`config.mk`:
```
export PLATFORM = sky130hd
export DESIGN_NAME = cce_top
export DESIGN_NICKNAME = d
export VERILOG_FILES = /design/src/verilog/cce_pkg.sv /design/src/verilog/cce_evt_if.sv /design/src/verilog/cce_sync.sv /design/src/verilog/cce_evt_bank.sv /design/src/verilog/cce_top.sv
export SDC_FILE = /design/constraint.sdc
export NUM_CORES = 1
export LEC_CHECK = 0
export BUFFER_PORTS_ARGS = -buffer_cell sky130_fd_sc_hd__buf_2
export CAP_MARGIN = 40
export CORE_ASPECT_RATIO = 1.4
export CORE_MARGIN = 3
export CORE_UTILIZATION = 51
export CTS_BUF_LIST = sky130_fd_sc_hd__clkbuf_8
export DETAILED_ROUTE_END_ITERATION = 7
export GPL_ROUTABILITY_DRIVEN = 0
export MAX_ROUTING_LAYER = met4
export PLACE_DENSITY = 0.77
export SLEW_MARGIN = 15
export SYNTH_ARGS = -nofsm -noshare
export SYNTH_HDL_FRONTEND = slang
export SYNTH_SLANG_ARGS = --single-unit
```
`constraint.sdc`:
```
create_clock -name clock_i -period 3.6 [get_ports clock_i]
set_input_delay 0.36 -clock clock_i [delete_from_list [all_inputs] [get_ports clock_i]]
set_output_delay 0.36 -clock clock_i [all_outputs]
set_load 0.1 [all_outputs]
```
`src/verilog/cce_pkg.sv`:
```
// constants and types shared by the charger control and event block
// Notes on behaviour
// - a short on the third general-purpose regulator turns it off and flags it
// - serial path with a dead battery: switch open while trickling, closed once charged
// - input over-voltage opens both charge-path pass transistors at once
// - reverse supply bit set makes all three path transistors conduct except during input over-voltage, clear keeps it off
// - override clear lets hardware drive the battery switch, set hands it to software
// - under override, level bit 0 drives the switch output high and 1 drives it low
// - two-bit power limiter setting plus a disable bit, limiter active while bit is 0
// - charge LED output is driven only while its enable bit is 1
// - mode bit 0 selects standalone charging, 1 selects software-controlled charging
// - a separate bit applies software voltage and current codes in standalone mode
// - cycling bit 0 lets charging resume after completion, 1 forbids it
// - writing the restart control restarts the charger state machine
// - software holds a 3-bit voltage code and 4-bit current code applied to the regulator
// - a control bit enables or disables the trickle charge current source
// - a control bit makes out-of-range battery temperature be ignored
// - fault interrupt on over-voltage, dissipation, timeout or temperature, with kind field
// - separate attach, usb over-voltage, wall and reverse-short flags plus two sense bits
// - reverse and charge current flags come from the 35 mA current comparator
// - the 98 percent cycle threshold restarts charging and drives the mode flag
// - path sense bit reads 1 for a serial path and 0 for a single path
// - the 3.0 V battery minimum raises the current step and spots a dead battery
// - the 3.2 V and 3.4 V thresholds close the battery switch in serial path
// - over-voltage raises the fault flag, which has its own mask, with kind 01
package cce_pkg;
  localparam int ADDR_W = 8;
  localparam logic [ADDR_W-1:0] OFS_CHG_CFG = 8'h00;
  localparam logic [ADDR_W-1:0] OFS_PATH_CFG = 8'h04;
  localparam logic [ADDR_W-1:0] OFS_IRQ_STAT = 8'h08;
  localparam logic [ADDR_W-1:0] OFS_IRQ_MASK = 8'h0C;
  localparam logic [ADDR_W-1:0] OFS_SENSE = 8'h10;
  localparam logic [ADDR_W-1:0] OFS_GP3 = 8'h14;
  // charge configuration fields
  localparam int CHG_VOLT_LSB = 0;
  localparam int CHG_CURR_LSB = 3;
  localparam int CHG_TRICKLE = 7;
  localparam int CHG_THERM_OFF = 8;
  localparam logic [2:0] RST_VOLT = 3'h3;
  localparam logic [3:0] RST_CURR = 4'h6;
  localparam logic RST_TRICKLE = 1'b1;
  // path configuration fields
  localparam int PTH_OVRD = 0;
  localparam int PTH_LEVEL = 1;
  localparam int PTH_REVERSE = 2;
  localparam int PTH_PLIM_LSB = 3;
  localparam int PTH_PLIM_OFF = 5;
  localparam int PTH_LED_EN = 6;
  localparam int PTH_SW_SEL = 7;
  localparam int PTH_SA_SW = 8;
  localparam int PTH_CYCL_OFF = 9;
  localparam int PTH_RESTART = 10;
  // third regulator fields
  localparam int GP3_EN = 0;
  localparam int GP3_PASS = 1;
  localparam int GP3_VSEL = 2;
  // sense fields
  localparam int SNS_KIND_LSB = 0;
  localparam int SNS_CHG_EN = 2;
  localparam int SNS_WALL = 3;
  localparam int SNS_PATH = 4;
  localparam int SNS_GP3_ON = 5;
  localparam int SNS_CURR = 6;
  localparam int SNS_BMIN = 7;
  localparam int SNS_SYSON = 8;
  localparam int SNS_BON = 9;
  localparam int SNS_CYCL = 10;
  localparam int SNS_STATE_LSB = 11;
  // event flag positions
  localparam int NUM_EV = 9;
  localparam int EV_ATTACH = 0;
  localparam int EV_FAULT = 1;
  localparam int EV_USB_OV = 2;
  localparam int EV_REV_SHORT = 3;
  localparam int EV_REV_CURR = 4;
  localparam int EV_CURR_THR = 5;
  localparam int EV_REG_MODE = 6;
  localparam int EV_WALL = 7;
  localparam int EV_SHORT = 8;
  localparam logic [NUM_EV-1:0] RST_MASK = 9'h1FF;
  // standalone regulator codes
  localparam logic [2:0] SA_VOLT = 3'h3;
  localparam logic [3:0] SA_CURR = 4'h6;
  localparam logic [3:0] PRE_CURR = 4'h1;
  localparam logic [3:0] CURR_OFF = 4'h0;
  typedef enum logic [1:0] {
    FK_NONE = 2'b00,
    FK_OVERVOLT = 2'b01,
    FK_TEMP = 2'b10,
    FK_POWER = 2'b11
  } cce_fault_e;
  typedef enum logic [1:0] {
    ST_IDLE = 2'b00,
    ST_CHARGE = 2'b01,
    ST_DONE = 2'b11,
    ST_FAULT = 2'b10
  } cce_state_e;
endpackage

```
`src/verilog/cce_evt_if.sv`:
```
// event, clear and mask signals between the control logic and its flag bank
`timescale 1ns/1ps
interface cce_evt_if;
  import cce_pkg::*;
  logic [NUM_EV-1:0] ev;
  logic [NUM_EV-1:0] clr;
  logic [NUM_EV-1:0] mask;
  logic [NUM_EV-1:0] flags;
  logic irq;
  modport bank (input ev, input clr, input mask, output flags, output irq);
  modport ctrl (output ev, output clr, output mask, input flags, input irq);
endinterface

```
`src/verilog/cce_sync.sv`:
```
// three-stage input synchroniser that accepts a change once stages two and three agree
`timescale 1ns/1ps
module cce_sync #(
  parameter int W = 1
) (
  input wire logic clock_i, // system clock
  input wire logic rst_n_i, // synchronised reset, active low
  input wire logic [W-1:0] d_i, // asynchronous levels
  output logic [W-1:0] q_o // filtered levels
);
  logic [W-1:0] s1_reg;
  logic [W-1:0] s2_reg;
  logic [W-1:0] s3_reg;
  logic [W-1:0] q_reg;
  genvar g;
  always_ff @(posedge clock_i or negedge rst_n_i) begin
    if (!rst_n_i) begin
      s1_reg <= '0;
      s2_reg <= '0;
      s3_reg <= '0;
    end else begin
      s1_reg <= d_i;
      s2_reg <= s1_reg;
      s3_reg <= s2_reg;
    end
  end
  generate
    for (g = 0; g < W; g++) begin : g_bit
      always_ff @(posedge clock_i or negedge rst_n_i) begin
        if (!rst_n_i) begin
          q_reg[g] <= 1'b0;
        end else if (s2_reg[g] == s3_reg[g]) begin
          q_reg[g] <= s3_reg[g];
        end
      end
    end
  endgenerate
  assign q_o = q_reg;
endmodule

```
`src/verilog/cce_evt_bank.sv`:
```
// sticky event flags with clear-by-write-one and a masked interrupt summary
`timescale 1ns/1ps
module cce_evt_bank (
  input wire logic clock_i, // system clock
  input wire logic rst_n_i, // synchronised reset, active low
  cce_evt_if.bank evt // events, clears, mask and flags
);
  import cce_pkg::*;
  logic [NUM_EV-1:0] flags_reg;
  // a new event in the clearing cycle keeps its flag
  always_ff @(posedge clock_i or negedge rst_n_i) begin
    if (!rst_n_i) begin
      flags_reg <= '0;
    end else begin
      flags_reg <= (flags_reg & ~evt.clr) | evt.ev;
    end
  end
  assign evt.flags = flags_reg;
  assign evt.irq = |(flags_reg & ~evt.mask);
endmodule

```
`src/verilog/cce_top.sv`:
```
// charger control bits, path switching and event flags behind an AHB-Lite slave
`timescale 1ns/1ps
module cce_top (
  input wire logic clock_i, // 50 MHz system clock
  input wire logic arst_n_i, // asynchronous reset, active low
  input wire logic hsel_i, // slave select
  input wire logic [cce_pkg::ADDR_W-1:0] haddr_i, // byte address
  input wire logic [1:0] htrans_i, // transfer type
  input wire logic hwrite_i, // write when high
  input wire logic [2:0] hsize_i, // transfer size
  input wire logic [31:0] hwdata_i, // write data
  input wire logic hready_i, // bus ready
  output logic [31:0] hrdata_o, // read data
  output logic hreadyout_o, // slave ready
  output logic hresp_o, // response, always okay
  input wire logic charger_present_i, // charger attached
  input wire logic charger_ovp_i, // charger input over-voltage
  input wire logic power_fault_i, // excessive dissipation
  input wire logic charge_timeout_i, // charge timer expired
  input wire logic batt_temp_bad_i, // thermistor out of range
  input wire logic usb_overvolt_i, // usb over-voltage
  input wire logic reverse_short_i, // short on the reverse supply
  input wire logic wall_detect_n_i, // wall charger pin, low when wall
  input wire logic path_serial_i, // serial path strap
  input wire logic current_comparator_level_i, // above 35 mA
  input wire logic battery_min_level_i, // battery above 3.0 V
  input wire logic sys_supply_on_level_i, // system supply above 3.2 V
  input wire logic battery_on_level_i, // battery above 3.4 V
  input wire logic recharge_cycle_level_i, // above 98 percent of set voltage
  input wire logic gp3_short_i, // third regulator short circuit
  output logic [2:0] charge_volt_code_o, // applied voltage code
  output logic [3:0] charge_current_code_o, // applied current code
  output logic trickle_enable_o, // trickle source on
  output logic pass_main_on_o, // both pass transistors conduct
  output logic batt_switch_out_o, // battery switch drive, low conducts
  output logic [1:0] power_limit_setting_o, // limiter setting
  output logic power_limit_on_o, // limiter active
  output logic charge_led_out_o, // charge indicator
  output logic gp3_enable_o, // third regulator on
  output logic gp3_pass_select_o, // external pass device
  output logic gp3_volt_sel_o, // third regulator voltage
  output logic irq_o // unmasked flag pending
);
  import cce_pkg::*;

  function automatic logic cce_hit(input logic [ADDR_W-1:0] a, input logic [ADDR_W-1:0] ofs);
    cce_hit = (a == ofs);
  endfunction

  logic rst_ff1_reg;
  logic rst_n;
  always_ff @(posedge clock_i or negedge arst_n_i) begin
    if (!arst_n_i) begin
      rst_ff1_reg <= 1'b0;
      rst_n <= 1'b0;
    end else begin
      rst_ff1_reg <= 1'b1;
      rst_n <= rst_ff1_reg;
    end
  end

  // pins from the analog side
  localparam int NPIN = 15;
  logic [NPIN-1:0] pin_q;
  wire present;
  wire ovp;
  wire pwr_flt;
  wire tmo;
  wire temp_bad;
  wire usb_ov;
  wire rev_sc;
  wire wall;
  wire serial;
  wire curr_lvl;
  wire bmin;
  wire sys_on;
  wire bat_on;
  wire cyc_lvl;
  wire gp3_sc;
  cce_sync #(.W(NPIN)) u_sync (
    .clock_i(clock_i),
    .rst_n_i(rst_n),
    .d_i({charger_present_i, charger_ovp_i, power_fault_i, charge_timeout_i, batt_temp_bad_i,
          usb_overvolt_i, reverse_short_i, ~wall_detect_n_i, path_serial_i, current_comparator_level_i,
          battery_min_level_i, sys_supply_on_level_i, battery_on_level_i, recharge_cycle_level_i,
          gp3_short_i}),
    .q_o(pin_q)
  );
  assign {present, ovp, pwr_flt, tmo, temp_bad, usb_ov, rev_sc, wall, serial, curr_lvl,
          bmin, sys_on, bat_on, cyc_lvl, gp3_sc} = pin_q;

  // bus slave, zero wait states
  logic dp_valid_reg;
  logic dp_write_reg;
  logic [ADDR_W-1:0] dp_addr_reg;
  wire addr_phase = hsel_i & htrans_i[1] & hready_i;
  always_ff @(posedge clock_i or negedge rst_n) begin
    if (!rst_n) begin
      dp_valid_reg <= 1'b0;
      dp_write_reg <= 1'b0;
      dp_addr_reg <= '0;
    end else if (hready_i) begin
      dp_valid_reg <= addr_phase;
      dp_write_reg <= hwrite_i;
      dp_addr_reg <= {haddr_i[ADDR_W-1:2], 2'b00};
    end
  end
  wire wr = dp_valid_reg & dp_write_reg;
  wire wr_chg = wr & cce_hit(dp_addr_reg, OFS_CHG_CFG);
  wire wr_path = wr & cce_hit(dp_addr_reg, OFS_PATH_CFG);
  wire wr_stat = wr & cce_hit(dp_addr_reg, OFS_IRQ_STAT);
  wire wr_mask = wr & cce_hit(dp_addr_reg, OFS_IRQ_MASK);
  wire wr_gp3 = wr & cce_hit(dp_addr_reg, OFS_GP3);

  // software configuration
  logic [2:0] cfg_volt_reg;
  logic [3:0] cfg_curr_reg;
  logic trickle_reg;
  logic therm_off_reg;
  always_ff @(posedge clock_i or negedge rst_n) begin
    if (!rst_n) begin
      cfg_volt_reg <= RST_VOLT;
      cfg_curr_reg <= RST_CURR;
      trickle_reg <= RST_TRICKLE;
      therm_off_reg <= 1'b0;
    end else if (wr_chg) begin
      cfg_volt_reg <= hwdata_i[CHG_VOLT_LSB +: 3];
      cfg_curr_reg <= hwdata_i[CHG_CURR_LSB +: 4];
      trickle_reg <= hwdata_i[CHG_TRICKLE];
      therm_off_reg <= hwdata_i[CHG_THERM_OFF];
    end
  end

  logic ovrd_reg;
  logic level_reg;
  logic reverse_reg;
  logic [1:0] plim_reg;
  logic plim_off_reg;
  logic led_en_reg;
  logic sw_sel_reg;
  logic sa_sw_reg;
  logic cycl_off_reg;
  logic restart_reg;
  always_ff @(posedge clock_i or negedge rst_n) begin
    if (!rst_n) begin
      ovrd_reg <= 1'b0;
      level_reg <= 1'b0;
      reverse_reg <= 1'b0;
      plim_reg <= 2'b00;
      plim_off_reg <= 1'b0;
      led_en_reg <= 1'b0;
      sw_sel_reg <= 1'b0;
      sa_sw_reg <= 1'b0;
      cycl_off_reg <= 1'b0;
    end else if (wr_path) begin
      ovrd_reg <= hwdata_i[PTH_OVRD];
      level_reg <= hwdata_i[PTH_LEVEL];
      reverse_reg <= hwdata_i[PTH_REVERSE];
      plim_reg <= hwdata_i[PTH_PLIM_LSB +: 2];
      plim_off_reg <= hwdata_i[PTH_PLIM_OFF];
      led_en_reg <= hwdata_i[PTH_LED_EN];
      sw_sel_reg <= hwdata_i[PTH_SW_SEL];
      sa_sw_reg <= hwdata_i[PTH_SA_SW];
      cycl_off_reg <= hwdata_i[PTH_CYCL_OFF];
    end
  end

  // restart is a self-clearing strobe
  always_ff @(posedge clock_i or negedge rst_n) begin
    if (!rst_n) begin
      restart_reg <= 1'b0;
    end else begin
      restart_reg <= wr_path & hwdata_i[PTH_RESTART];
    end
  end

  logic [NUM_EV-1:0] mask_reg;
  always_ff @(posedge clock_i or negedge rst_n) begin
    if (!rst_n) begin
      mask_reg <= RST_MASK;
    end else if (wr_mask) begin
      mask_reg <= hwdata_i[NUM_EV-1:0];
    end
  end

  // third regulator: a short wins over a software write in the same cycle only if the regulator is already on
  logic gp3_en_reg;
  logic gp3_pass_reg;
  logic gp3_vsel_reg;
  logic gp3_prev_reg;
  wire gp3_trip = gp3_sc & ~gp3_prev_reg & gp3_en_reg;
  always_ff @(posedge clock_i or negedge rst_n) begin
    if (!rst_n) begin
      gp3_en_reg <= 1'b0;
      gp3_pass_reg <= 1'b0;
      gp3_vsel_reg <= 1'b0;
    end else begin
      if (gp3_trip) begin
        gp3_en_reg <= 1'b0;
      end else if (wr_gp3) begin
        gp3_en_reg <= hwdata_i[GP3_EN];
      end
      if (wr_gp3) begin
        gp3_pass_reg <= hwdata_i[GP3_PASS];
        gp3_vsel_reg <= hwdata_i[GP3_VSEL];
      end
    end
  end

  // charger sequencing and fault capture
  cce_state_e state_reg;
  cce_state_e state_next;
  cce_fault_e kind_reg;
  wire temp_flt = temp_bad & ~therm_off_reg;
  wire fault_any = ovp | pwr_flt | tmo | temp_flt;
  wire eoc = ~curr_lvl & cyc_lvl;
  wire resume = ~cyc_lvl & ~cycl_off_reg;
  always_comb begin
    state_next = state_reg;
    unique case (state_reg)
      ST_IDLE: begin
        if (fault_any) begin
          state_next = ST_FAULT;
        end else if (present) begin
          state_next = ST_CHARGE;
        end
      end
      ST_CHARGE: begin
        if (fault_any) begin
          state_next = ST_FAULT;
        end else if (!present) begin
          state_next = ST_IDLE;
        end else if (eoc) begin
          state_next = ST_DONE;
        end
      end
      ST_DONE: begin
        if (fault_any) begin
          state_next = ST_FAULT;
        end else if (!present) begin
          state_next = ST_IDLE;
        end else if (resume) begin
          state_next = ST_CHARGE;
        end
      end
      ST_FAULT: begin
        if (!fault_any) begin
          state_next = ST_IDLE;
        end
      end
    endcase
    if (restart_reg) begin
      state_next = ST_IDLE;
    end
  end
  wire [1:0] kind_next = ovp ? FK_OVERVOLT : (temp_flt ? FK_TEMP : ((pwr_flt | tmo) ? FK_POWER : FK_NONE));
  always_ff @(posedge clock_i or negedge rst_n) begin
    if (!rst_n) begin
      state_reg <= ST_IDLE;
      kind_reg <= FK_NONE;
    end else begin
      state_reg <= state_next;
      kind_reg <= cce_fault_e'(kind_next);
    end
  end
  wire charging = (state_reg == ST_CHARGE);

  // applied regulator settings
  wire use_sw = sw_sel_reg | sa_sw_reg;
  wire [3:0] sa_curr = bmin ? SA_CURR : PRE_CURR;
  wire [3:0] curr_sel = use_sw ? cfg_curr_reg : sa_curr;
  wire [2:0] volt_sel = use_sw ? cfg_volt_reg : SA_VOLT;
  wire rev_on = reverse_reg & ~ovp;
  wire hw_close = rev_on | ~serial | (bat_on & sys_on);
  wire sw_out = ovrd_reg ? ~level_reg : ~hw_close;
  always_ff @(posedge clock_i or negedge rst_n) begin
    if (!rst_n) begin
      charge_volt_code_o <= SA_VOLT;
      charge_current_code_o <= CURR_OFF;
      trickle_enable_o <= 1'b0;
      batt_switch_out_o <= 1'b1;
      charge_led_out_o <= 1'b0;
    end else begin
      charge_volt_code_o <= volt_sel;
      charge_current_code_o <= charging ? curr_sel : CURR_OFF;
      trickle_enable_o <= trickle_reg & present & ~ovp & ~bat_on;
      batt_switch_out_o <= sw_out;
      charge_led_out_o <= led_en_reg & charging;
    end
  end
  // pass transistors react to over-voltage without a register stage
  assign pass_main_on_o = ~ovp & (charging | rev_on);
  assign power_limit_setting_o = plim_reg;
  assign power_limit_on_o = ~plim_off_reg;
  assign gp3_enable_o = gp3_en_reg;
  assign gp3_pass_select_o = gp3_pass_reg;
  assign gp3_volt_sel_o = gp3_vsel_reg;

  // edge detection of the synchronised levels
  logic present_prev_reg;
  logic usb_prev_reg;
  logic rev_prev_reg;
  logic curr_prev_reg;
  logic wall_prev_reg;
  logic cyc_prev_reg;
  always_ff @(posedge clock_i or negedge rst_n) begin
    if (!rst_n) begin
      present_prev_reg <= 1'b0;
      usb_prev_reg <= 1'b0;
      rev_prev_reg <= 1'b0;
      curr_prev_reg <= 1'b0;
      wall_prev_reg <= 1'b0;
      cyc_prev_reg <= 1'b0;
      gp3_prev_reg <= 1'b0;
    end else begin
      present_prev_reg <= present;
      usb_prev_reg <= usb_ov;
      rev_prev_reg <= rev_sc;
      curr_prev_reg <= curr_lvl;
      wall_prev_reg <= wall;
      cyc_prev_reg <= cyc_lvl;
      gp3_prev_reg <= gp3_sc;
    end
  end

  cce_evt_if u_evt ();
  assign u_evt.ev[EV_ATTACH] = present & ~present_prev_reg;
  assign u_evt.ev[EV_FAULT] = (state_next == ST_FAULT) & (state_reg != ST_FAULT);
  assign u_evt.ev[EV_USB_OV] = usb_ov & ~usb_prev_reg;
  assign u_evt.ev[EV_REV_SHORT] = rev_sc & ~rev_prev_reg & reverse_reg;
  assign u_evt.ev[EV_REV_CURR] = ~curr_lvl & curr_prev_reg & charging;
  assign u_evt.ev[EV_CURR_THR] = curr_lvl & ~curr_prev_reg;
  assign u_evt.ev[EV_REG_MODE] = cyc_lvl ^ cyc_prev_reg;
  assign u_evt.ev[EV_WALL] = wall & ~wall_prev_reg;
  assign u_evt.ev[EV_SHORT] = gp3_trip;
  assign u_evt.clr = wr_stat ? hwdata_i[NUM_EV-1:0] : '0;
  assign u_evt.mask = mask_reg;
  cce_evt_bank u_bank (
    .clock_i(clock_i),
    .rst_n_i(rst_n),
    .evt(u_evt)
  );
  assign irq_o = u_evt.irq;

  // read-back words
  logic [31:0] chg_word;
  logic [31:0] path_word;
  logic [31:0] sense_word;
  logic [31:0] gp3_word;
  always_comb begin
    chg_word = '0;
    chg_word[CHG_VOLT_LSB +: 3] = cfg_volt_reg;
    chg_word[CHG_CURR_LSB +: 4] = cfg_curr_reg;
    chg_word[CHG_TRICKLE] = trickle_reg;
    chg_word[CHG_THERM_OFF] = therm_off_reg;
    path_word = '0;
    path_word[PTH_OVRD] = ovrd_reg;
    path_word[PTH_LEVEL] = level_reg;
    path_word[PTH_REVERSE] = reverse_reg;
    path_word[PTH_PLIM_LSB +: 2] = plim_reg;
    path_word[PTH_PLIM_OFF] = plim_off_reg;
    path_word[PTH_LED_EN] = led_en_reg;
    path_word[PTH_SW_SEL] = sw_sel_reg;
    path_word[PTH_SA_SW] = sa_sw_reg;
    path_word[PTH_CYCL_OFF] = cycl_off_reg;
    sense_word = '0;
    sense_word[SNS_KIND_LSB +: 2] = kind_reg;
    sense_word[SNS_CHG_EN] = charging;
    sense_word[SNS_WALL] = ~wall;
    sense_word[SNS_PATH] = serial;
    sense_word[SNS_GP3_ON] = gp3_en_reg;
    sense_word[SNS_CURR] = curr_lvl;
    sense_word[SNS_BMIN] = bmin;
    sense_word[SNS_SYSON] = sys_on;
    sense_word[SNS_BON] = bat_on;
    sense_word[SNS_CYCL] = cyc_lvl;
    sense_word[SNS_STATE_LSB +: 2] = state_reg;
    gp3_word = '0;
    gp3_word[GP3_EN] = gp3_en_reg;
    gp3_word[GP3_PASS] = gp3_pass_reg;
    gp3_word[GP3_VSEL] = gp3_vsel_reg;
  end
  wire [31:0] stat_word = {{(32 - NUM_EV){1'b0}}, u_evt.flags};
  wire [31:0] mask_word = {{(32 - NUM_EV){1'b0}}, mask_reg};
  wire [31:0] rd_word =
    cce_hit(dp_addr_reg, OFS_CHG_CFG) ? chg_word :
    cce_hit(dp_addr_reg, OFS_PATH_CFG) ? path_word :
    cce_hit(dp_addr_reg, OFS_IRQ_STAT) ? stat_word :
    cce_hit(dp_addr_reg, OFS_IRQ_MASK) ? mask_word :
    cce_hit(dp_addr_reg, OFS_SENSE) ? sense_word :
    cce_hit(dp_addr_reg, OFS_GP3) ? gp3_word : 32'h0000_0000;
  assign hrdata_o = (dp_valid_reg & ~dp_write_reg) ? rd_word : 32'h0000_0000;
  assign hreadyout_o = 1'b1;
  assign hresp_o = 1'b0;
endmodule

```
-- After elaboration in Yosys (flattened, before gate mapping)
Cells that the tools add are included.
- equality and inequality tests: 25
- mux-type cells: 29
- bitwise gates (word level): 64
- reductions and logical operators: 4
- operator list (kind ; number):
    $mux W13 ; 6
    $and A1 B1 Y1 ; 31
    $mux W2 ; 13
    $not A1 Y1 ; 19
    $and A9 B9 Y9 ; 2
    $not A9 Y9 ; 2
    $eq A1 B1 Y1 ; 15
    $eq A6 B2 Y1 const B ; 2
    $eq A6 B3 Y1 const B ; 2
    $mux W3 ; 3
    $mux W9 ; 1
    $or A9 B9 Y9 ; 1
    $reduce_or A9 Y1 ; 1
    $logic_not A8 Y1 ; 1
    $mux W4 ; 2
    $or A1 B1 Y1 ; 8
    $pmux W2 S4 ; 1
    $eq A2 B2 Y1 const B ; 3
    $eq A6 B1 Y1 const B ; 1
    $mux W1 ; 3
    $eq A2 B1 Y1 const B ; 1
    $logic_not A2 Y1 ; 1
    $ne A2 B2 Y1 const B ; 1
    $reduce_bool A2 Y1 ; 1
    $xor A1 B1 Y1 ; 1
- register bits after elaboration: 132
- input port bits: 65
- word-level logic and storage cells: 178

-- Longest topological paths before layout
- depth in word-level cells: 10
- depth in mapped cells: 6
- mapped depth without buffers: 3

-- Cells and area by module
A second synthesis with hierarchy kept.
- cells, all modules: 402
- area, all modules: 5283.8 µm²
- modules (own cells, without submodules) (module ; times used ; cells each ; area each (µm²) ; seq. area each (µm²)):
    cce_top ; 1 ; 287 ; 3200.6 ; 1597.8
    cce_sync ; 1 ; 75 ; 1670.4 ; 1501.4
    cce_evt_bank ; 1 ; 40 ; 412.9 ; 225.2

-- Worst setup path before layout
OpenSTA, ideal clock, no wires.
- kind: register -> output
- start: reg gp3_en_reg (netlist: gp3_enable_o)
- end: out hrdata_o[5]
- arrival time: 3539 ps
- data required time: 3240 ps
- path slack: -299 ps
- cell stages (with the launch flop): 3
- buffers on the path: 0
- cells stage by stage: dfrtp_1 a221oi_1 o32ai_1
- longest elaborated chain between the ends: 6
- ends and longest elaborated chain (element ; RTL line ; RTL):
    start, declared ; cce_top.sv:187 ; logic gp3_en_reg;
    start signal, assigned ; cce_top.sv:201 ; gp3_en_reg <= hwdata_i[GP3_EN];
    $mux W13 ; cce_top.sv:390 ; cce_hit(dp_addr_reg, OFS_SENSE) ? sense_word :
    $mux W13 ; cce_top.sv:389 ; cce_hit(dp_addr_reg, OFS_IRQ_MASK) ? mask_word :
    $mux W13 ; cce_top.sv:388 ; cce_hit(dp_addr_reg, OFS_IRQ_STAT) ? stat_word :
    $mux W13 ; cce_top.sv:387 ; cce_hit(dp_addr_reg, OFS_PATH_CFG) ? path_word :
    $mux W13 ; cce_top.sv:386 ; cce_hit(dp_addr_reg, OFS_CHG_CFG) ? chg_word :
    $mux W13 ; cce_top.sv:392 ; assign hrdata_o = (dp_valid_reg & ~dp_write_reg) ? rd_word : 32'h0000_0000;
    end, declared ; cce_top.sv:13 ; output logic [31:0] hrdata_o,
Every way passes these cells.

-- Worst setup path in the final report
- start: reg dp_addr_reg[3]
- end: out hrdata_o[7]
- longest elaborated chain between the ends: 7
- ends and longest elaborated chain (element ; RTL line ; RTL):
    start, declared ; cce_top.sv:95 ; logic [ADDR_W-1:0] dp_addr_reg;
    start signal, assigned ; cce_top.sv:105 ; dp_addr_reg <= {haddr_i[ADDR_W-1:2], 2'b00};
    $eq A6 B3 Y1 ; cce_top.sv:47 ; cce_hit = (a == ofs);
    $mux W13 ; cce_top.sv:390 ;
    $mux W13 ; cce_top.sv:389 ;
    $mux W13 ; cce_top.sv:388 ;
    $mux W13 ; cce_top.sv:387 ;
    $mux W13 * ; cce_top.sv:386 ;
    $mux W13 * ; cce_top.sv:392 ;
Every way passes the cells marked *; elsewhere a longest branch is shown, timed or not.

==> flow_summary.yaml <==
outcome:
  status: "completed"
clock_tree:
  path_clk_slew_ns: 0.07
  cts-buffers-inserted: 17
  cts.sinks: 132
  tritoncts: "done"
  cts.root.buffer_cell: "clkbuf_8"
  cts_max_level: 4
  cts_buffer_depth: 2
  clkLatencyLatePin_ns: 0.43
  cts_setup_buffers: 0
logic_synthesis:
  synthTopCellsByArea: "dfrtp_1, dfstp_2, mux2_4"
  synth_xor_area_share_pct: 0.163
  ys_async_sr_fraction_pct: 100
  synthCells: 393
  synth_cell_types: 65
  ys_seq_elements: 132
  synth_edf_count: 0
  synth_adder_area_share_pct: 2.80
  synthSimpleGateAreaFrac_pct: 10.8
  ys_seq_area_share_pct: 61.9
  synth_most_common_cell: "dfrtp_1"
  yosys_warnings: 0
  synth_ff_type: "dfrtp_1"
  yosys-mux-area-fraction_pct: 10.1
  synth_commonest_cells: "dfrtp_1, buf_4, inv_1, mux2_4"
  yosysTopAreaCellShare_pct: 53.6
  syn_area_um2: 5370
  yosysTopAreaCell: "dfrtp_1"
  synth_compound_area_share_pct: 7.52
  syn_area_per_cell_um2: 13.7
  synth_top_family_by_area: "simple AND/OR/NAND/NOR gates"
critical_path:
  cp.required_ns: 3.24
  crit_fanout: 18
  critical_path_class: "flop to output port"
  reg2reg_setup_slack_ns: 1.35
  cp-end-kind: "output port"
  r2r_cells: 4
  slowest_stage: "dfrtp_1"
  path_cells: "nor4bb_1, a221oi_1, o32ai_2, buf_2"
  start_kind: "flop"
  r2r_start: "dp_addr_reg[3]"
  rr_endpoint: "level_reg"
  cp_data_arrival_time_ns: 2.49
  max_stage_delay_ns: 0.79
floorplanning:
  die-area_um2: 11800
  rows: 43
  initial_core_util_pct: 53.1
  core_um2: 10100
  fp.dieH_um: 127
  die_x_um: 92.7
  io-pin-count: 117
routing:
  post-route-drc-count: 0
  dr.pass1.iters: 5
  initialDrtViolationCount: 191
  postRouteAntennaNets: 0
  avgViaCountPerCell: 5.42
  post_drt_wl_per_cell_um: 17.5
  vias: 3402
  totalWireLength_um: 11000
sta:
  slew_viol_final: 0
  fmax_mhz: 350
  fin_crit_sh_pct: 79.3
  tightest_slew_ns: 0.727
  fin_skew_ns: 0.00662
  finalSetupViolCount: 0
  tns_ns: 0
  rsz0062_at_grt: "no"
  period_minus_slack_ns: 2.85
  maxSlewHeadroom_pct: 51.3
  finalHoldViolCount: 0
hold_path:
  hold-path-endpoint: "u_sync.s1_reg[5]"
  hold_class: "input pin to flop"
  holdCritStartpoint: "current_comparator_level_i"
  min_path_cells: 1
layout:
  drive_gt1_share_pct: 36.5
  final_cells: 628
  antenna_cells: 0
  fill_cells: 805
  nets: 545
  area_delta_synth_final_pct: 17.7
grt:
  grt_max_degree: 64
  grt_pass1_wl_um: 18100
  antenna_found_initial: 0
  grt_overflow: 0
  grt_pass1_vias: 3574
  track_usage_pct: 21.0
power:
  p_clk_share_pct: 37.1
  max-vdd-ir-drop_uv: 284
  internal-power_uw: 2530
  switching_share_pct: 29.4
  p_seq_share_pct: 47.9
  p_switching_uw: 1050
  p_leak_uw: 0.00290
  powerDensity_nw_per_um2: 568
  combPwrFrac_pct: 15.0
placement:
  placement.io_buffers: 68
  hpwl_um: 7820
  dp.cells: 587
flow_run:
  cap_violations: 0
logic make-up after synthesis:
logic type / Yosys count
multiplexers: 43
adder cells (fa/ha/maj): 15
other: 2
AND/OR/NAND/NOR: 87
XOR/XNOR: 1
flip-flops: 132
AO/OA/AOI/OAI: 54
buffers and inverters: 59
worst max path at each step:
stage	start	endpoint	slack (ns)	cells after the start
6_report	dp_addr_reg[3]	hrdata_o[7]	0.75	4
5_1_grt	dp_addr_reg[3]	hrdata_o[0]	0.61	5
4_1_cts	dp_addr_reg[2]	hrdata_o[7]	0.66	4
3_5_place_dp	dp_addr_reg[2]	hrdata_o[7]	1.13	4
3_3_place_gp	dp_addr_reg[2]	hrdata_o[7]	1.19	4
2_1_floorplan	dp_addr_reg[5]	hrdata_o[9]	0.14	4
routing by layer:
layer	global-route usage [%]	vias up	routed length, um
met5	-	-	0
met4	10.5	0	383
met2	34.4	158	5570
met3	5.54	34	697
li1	-	1536	-
met1	23.8	1674	4310
critical path, delay by kind of cell, from the launching register on:
kind / cells / cell delay [ns]
compound gates: 2 / 0.38
buf+inv: 1 / 0.47
simple gates: 1 / 0.42
flops: 1 / 0.79
layout by cell type, fill, tap and decap left out, types with 4 or more instances in the layout:
cell / count
clkbuf_8: 17
and3_1: 5
nand3_1: 5
dlygate4sd3_1: 8
nor2_1: 7
mux2i_1: 8
nor2b_1: 9
o2111a_1: 4
or2_2: 4
maj3_1: 15
inv_1: 22
nand2_1: 8
mux2_2: 17
mux2_4: 18
o21ai_0: 11
bufinv_16: 4
a21oi_1: 9
inv_6: 4
dfrtp_1: 114
conb_1: 22
buf_2: 68
buf_4: 7
nand4_1: 8
a22o_1: 4
dfstp_2: 17
nand2b_1: 10
cell type report:
cell class / count / area, um2 / area share (%)
clock buffer: 17 / 234 / 3.70
clock inverter: 15 / 203 / 3.21
inverter: 22 / 82.6 / 1.31
multi-input combinational: 222 / 1790 / 28.3
sequential: 132 / 3330 / 52.6
tap: 135 / 169 / 2.67
timing repair buffer: 85 / 515 / 8.15
through the flow:
step	area, um2	utilization (%)	hold WS (ns)	worst slack (ns)	power [uW]
after floorplan	5470	-	0.0644	0.141	2170
after global placement	5760	57.0	0.145	1.19	2250
after detailed placement	5790	57.2	0.148	1.13	2270
after CTS	6290	62.2	0.000455	0.664	3620
after global routing	6320	62.5	0.000133	0.606	3740
final	6320	62.5	0.0304	0.746	3590
repair_timing:
item | in CTS | in global routing
hold endpoints to repair | 7 | 2
hold buffers | 6 | 2
gates resized for setup | 0 | 0
power groups by stage:
stage	logic [uW]	clock network, uW	registers (uW)
after floorplan	343	0	1820
after global placement	493	0	1760
after detailed placement	522	0	1750
after CTS	528	1370	1730
after global routing	574	1430	1740
final	538	1330	1720
(Power assumes the default switching activity.)
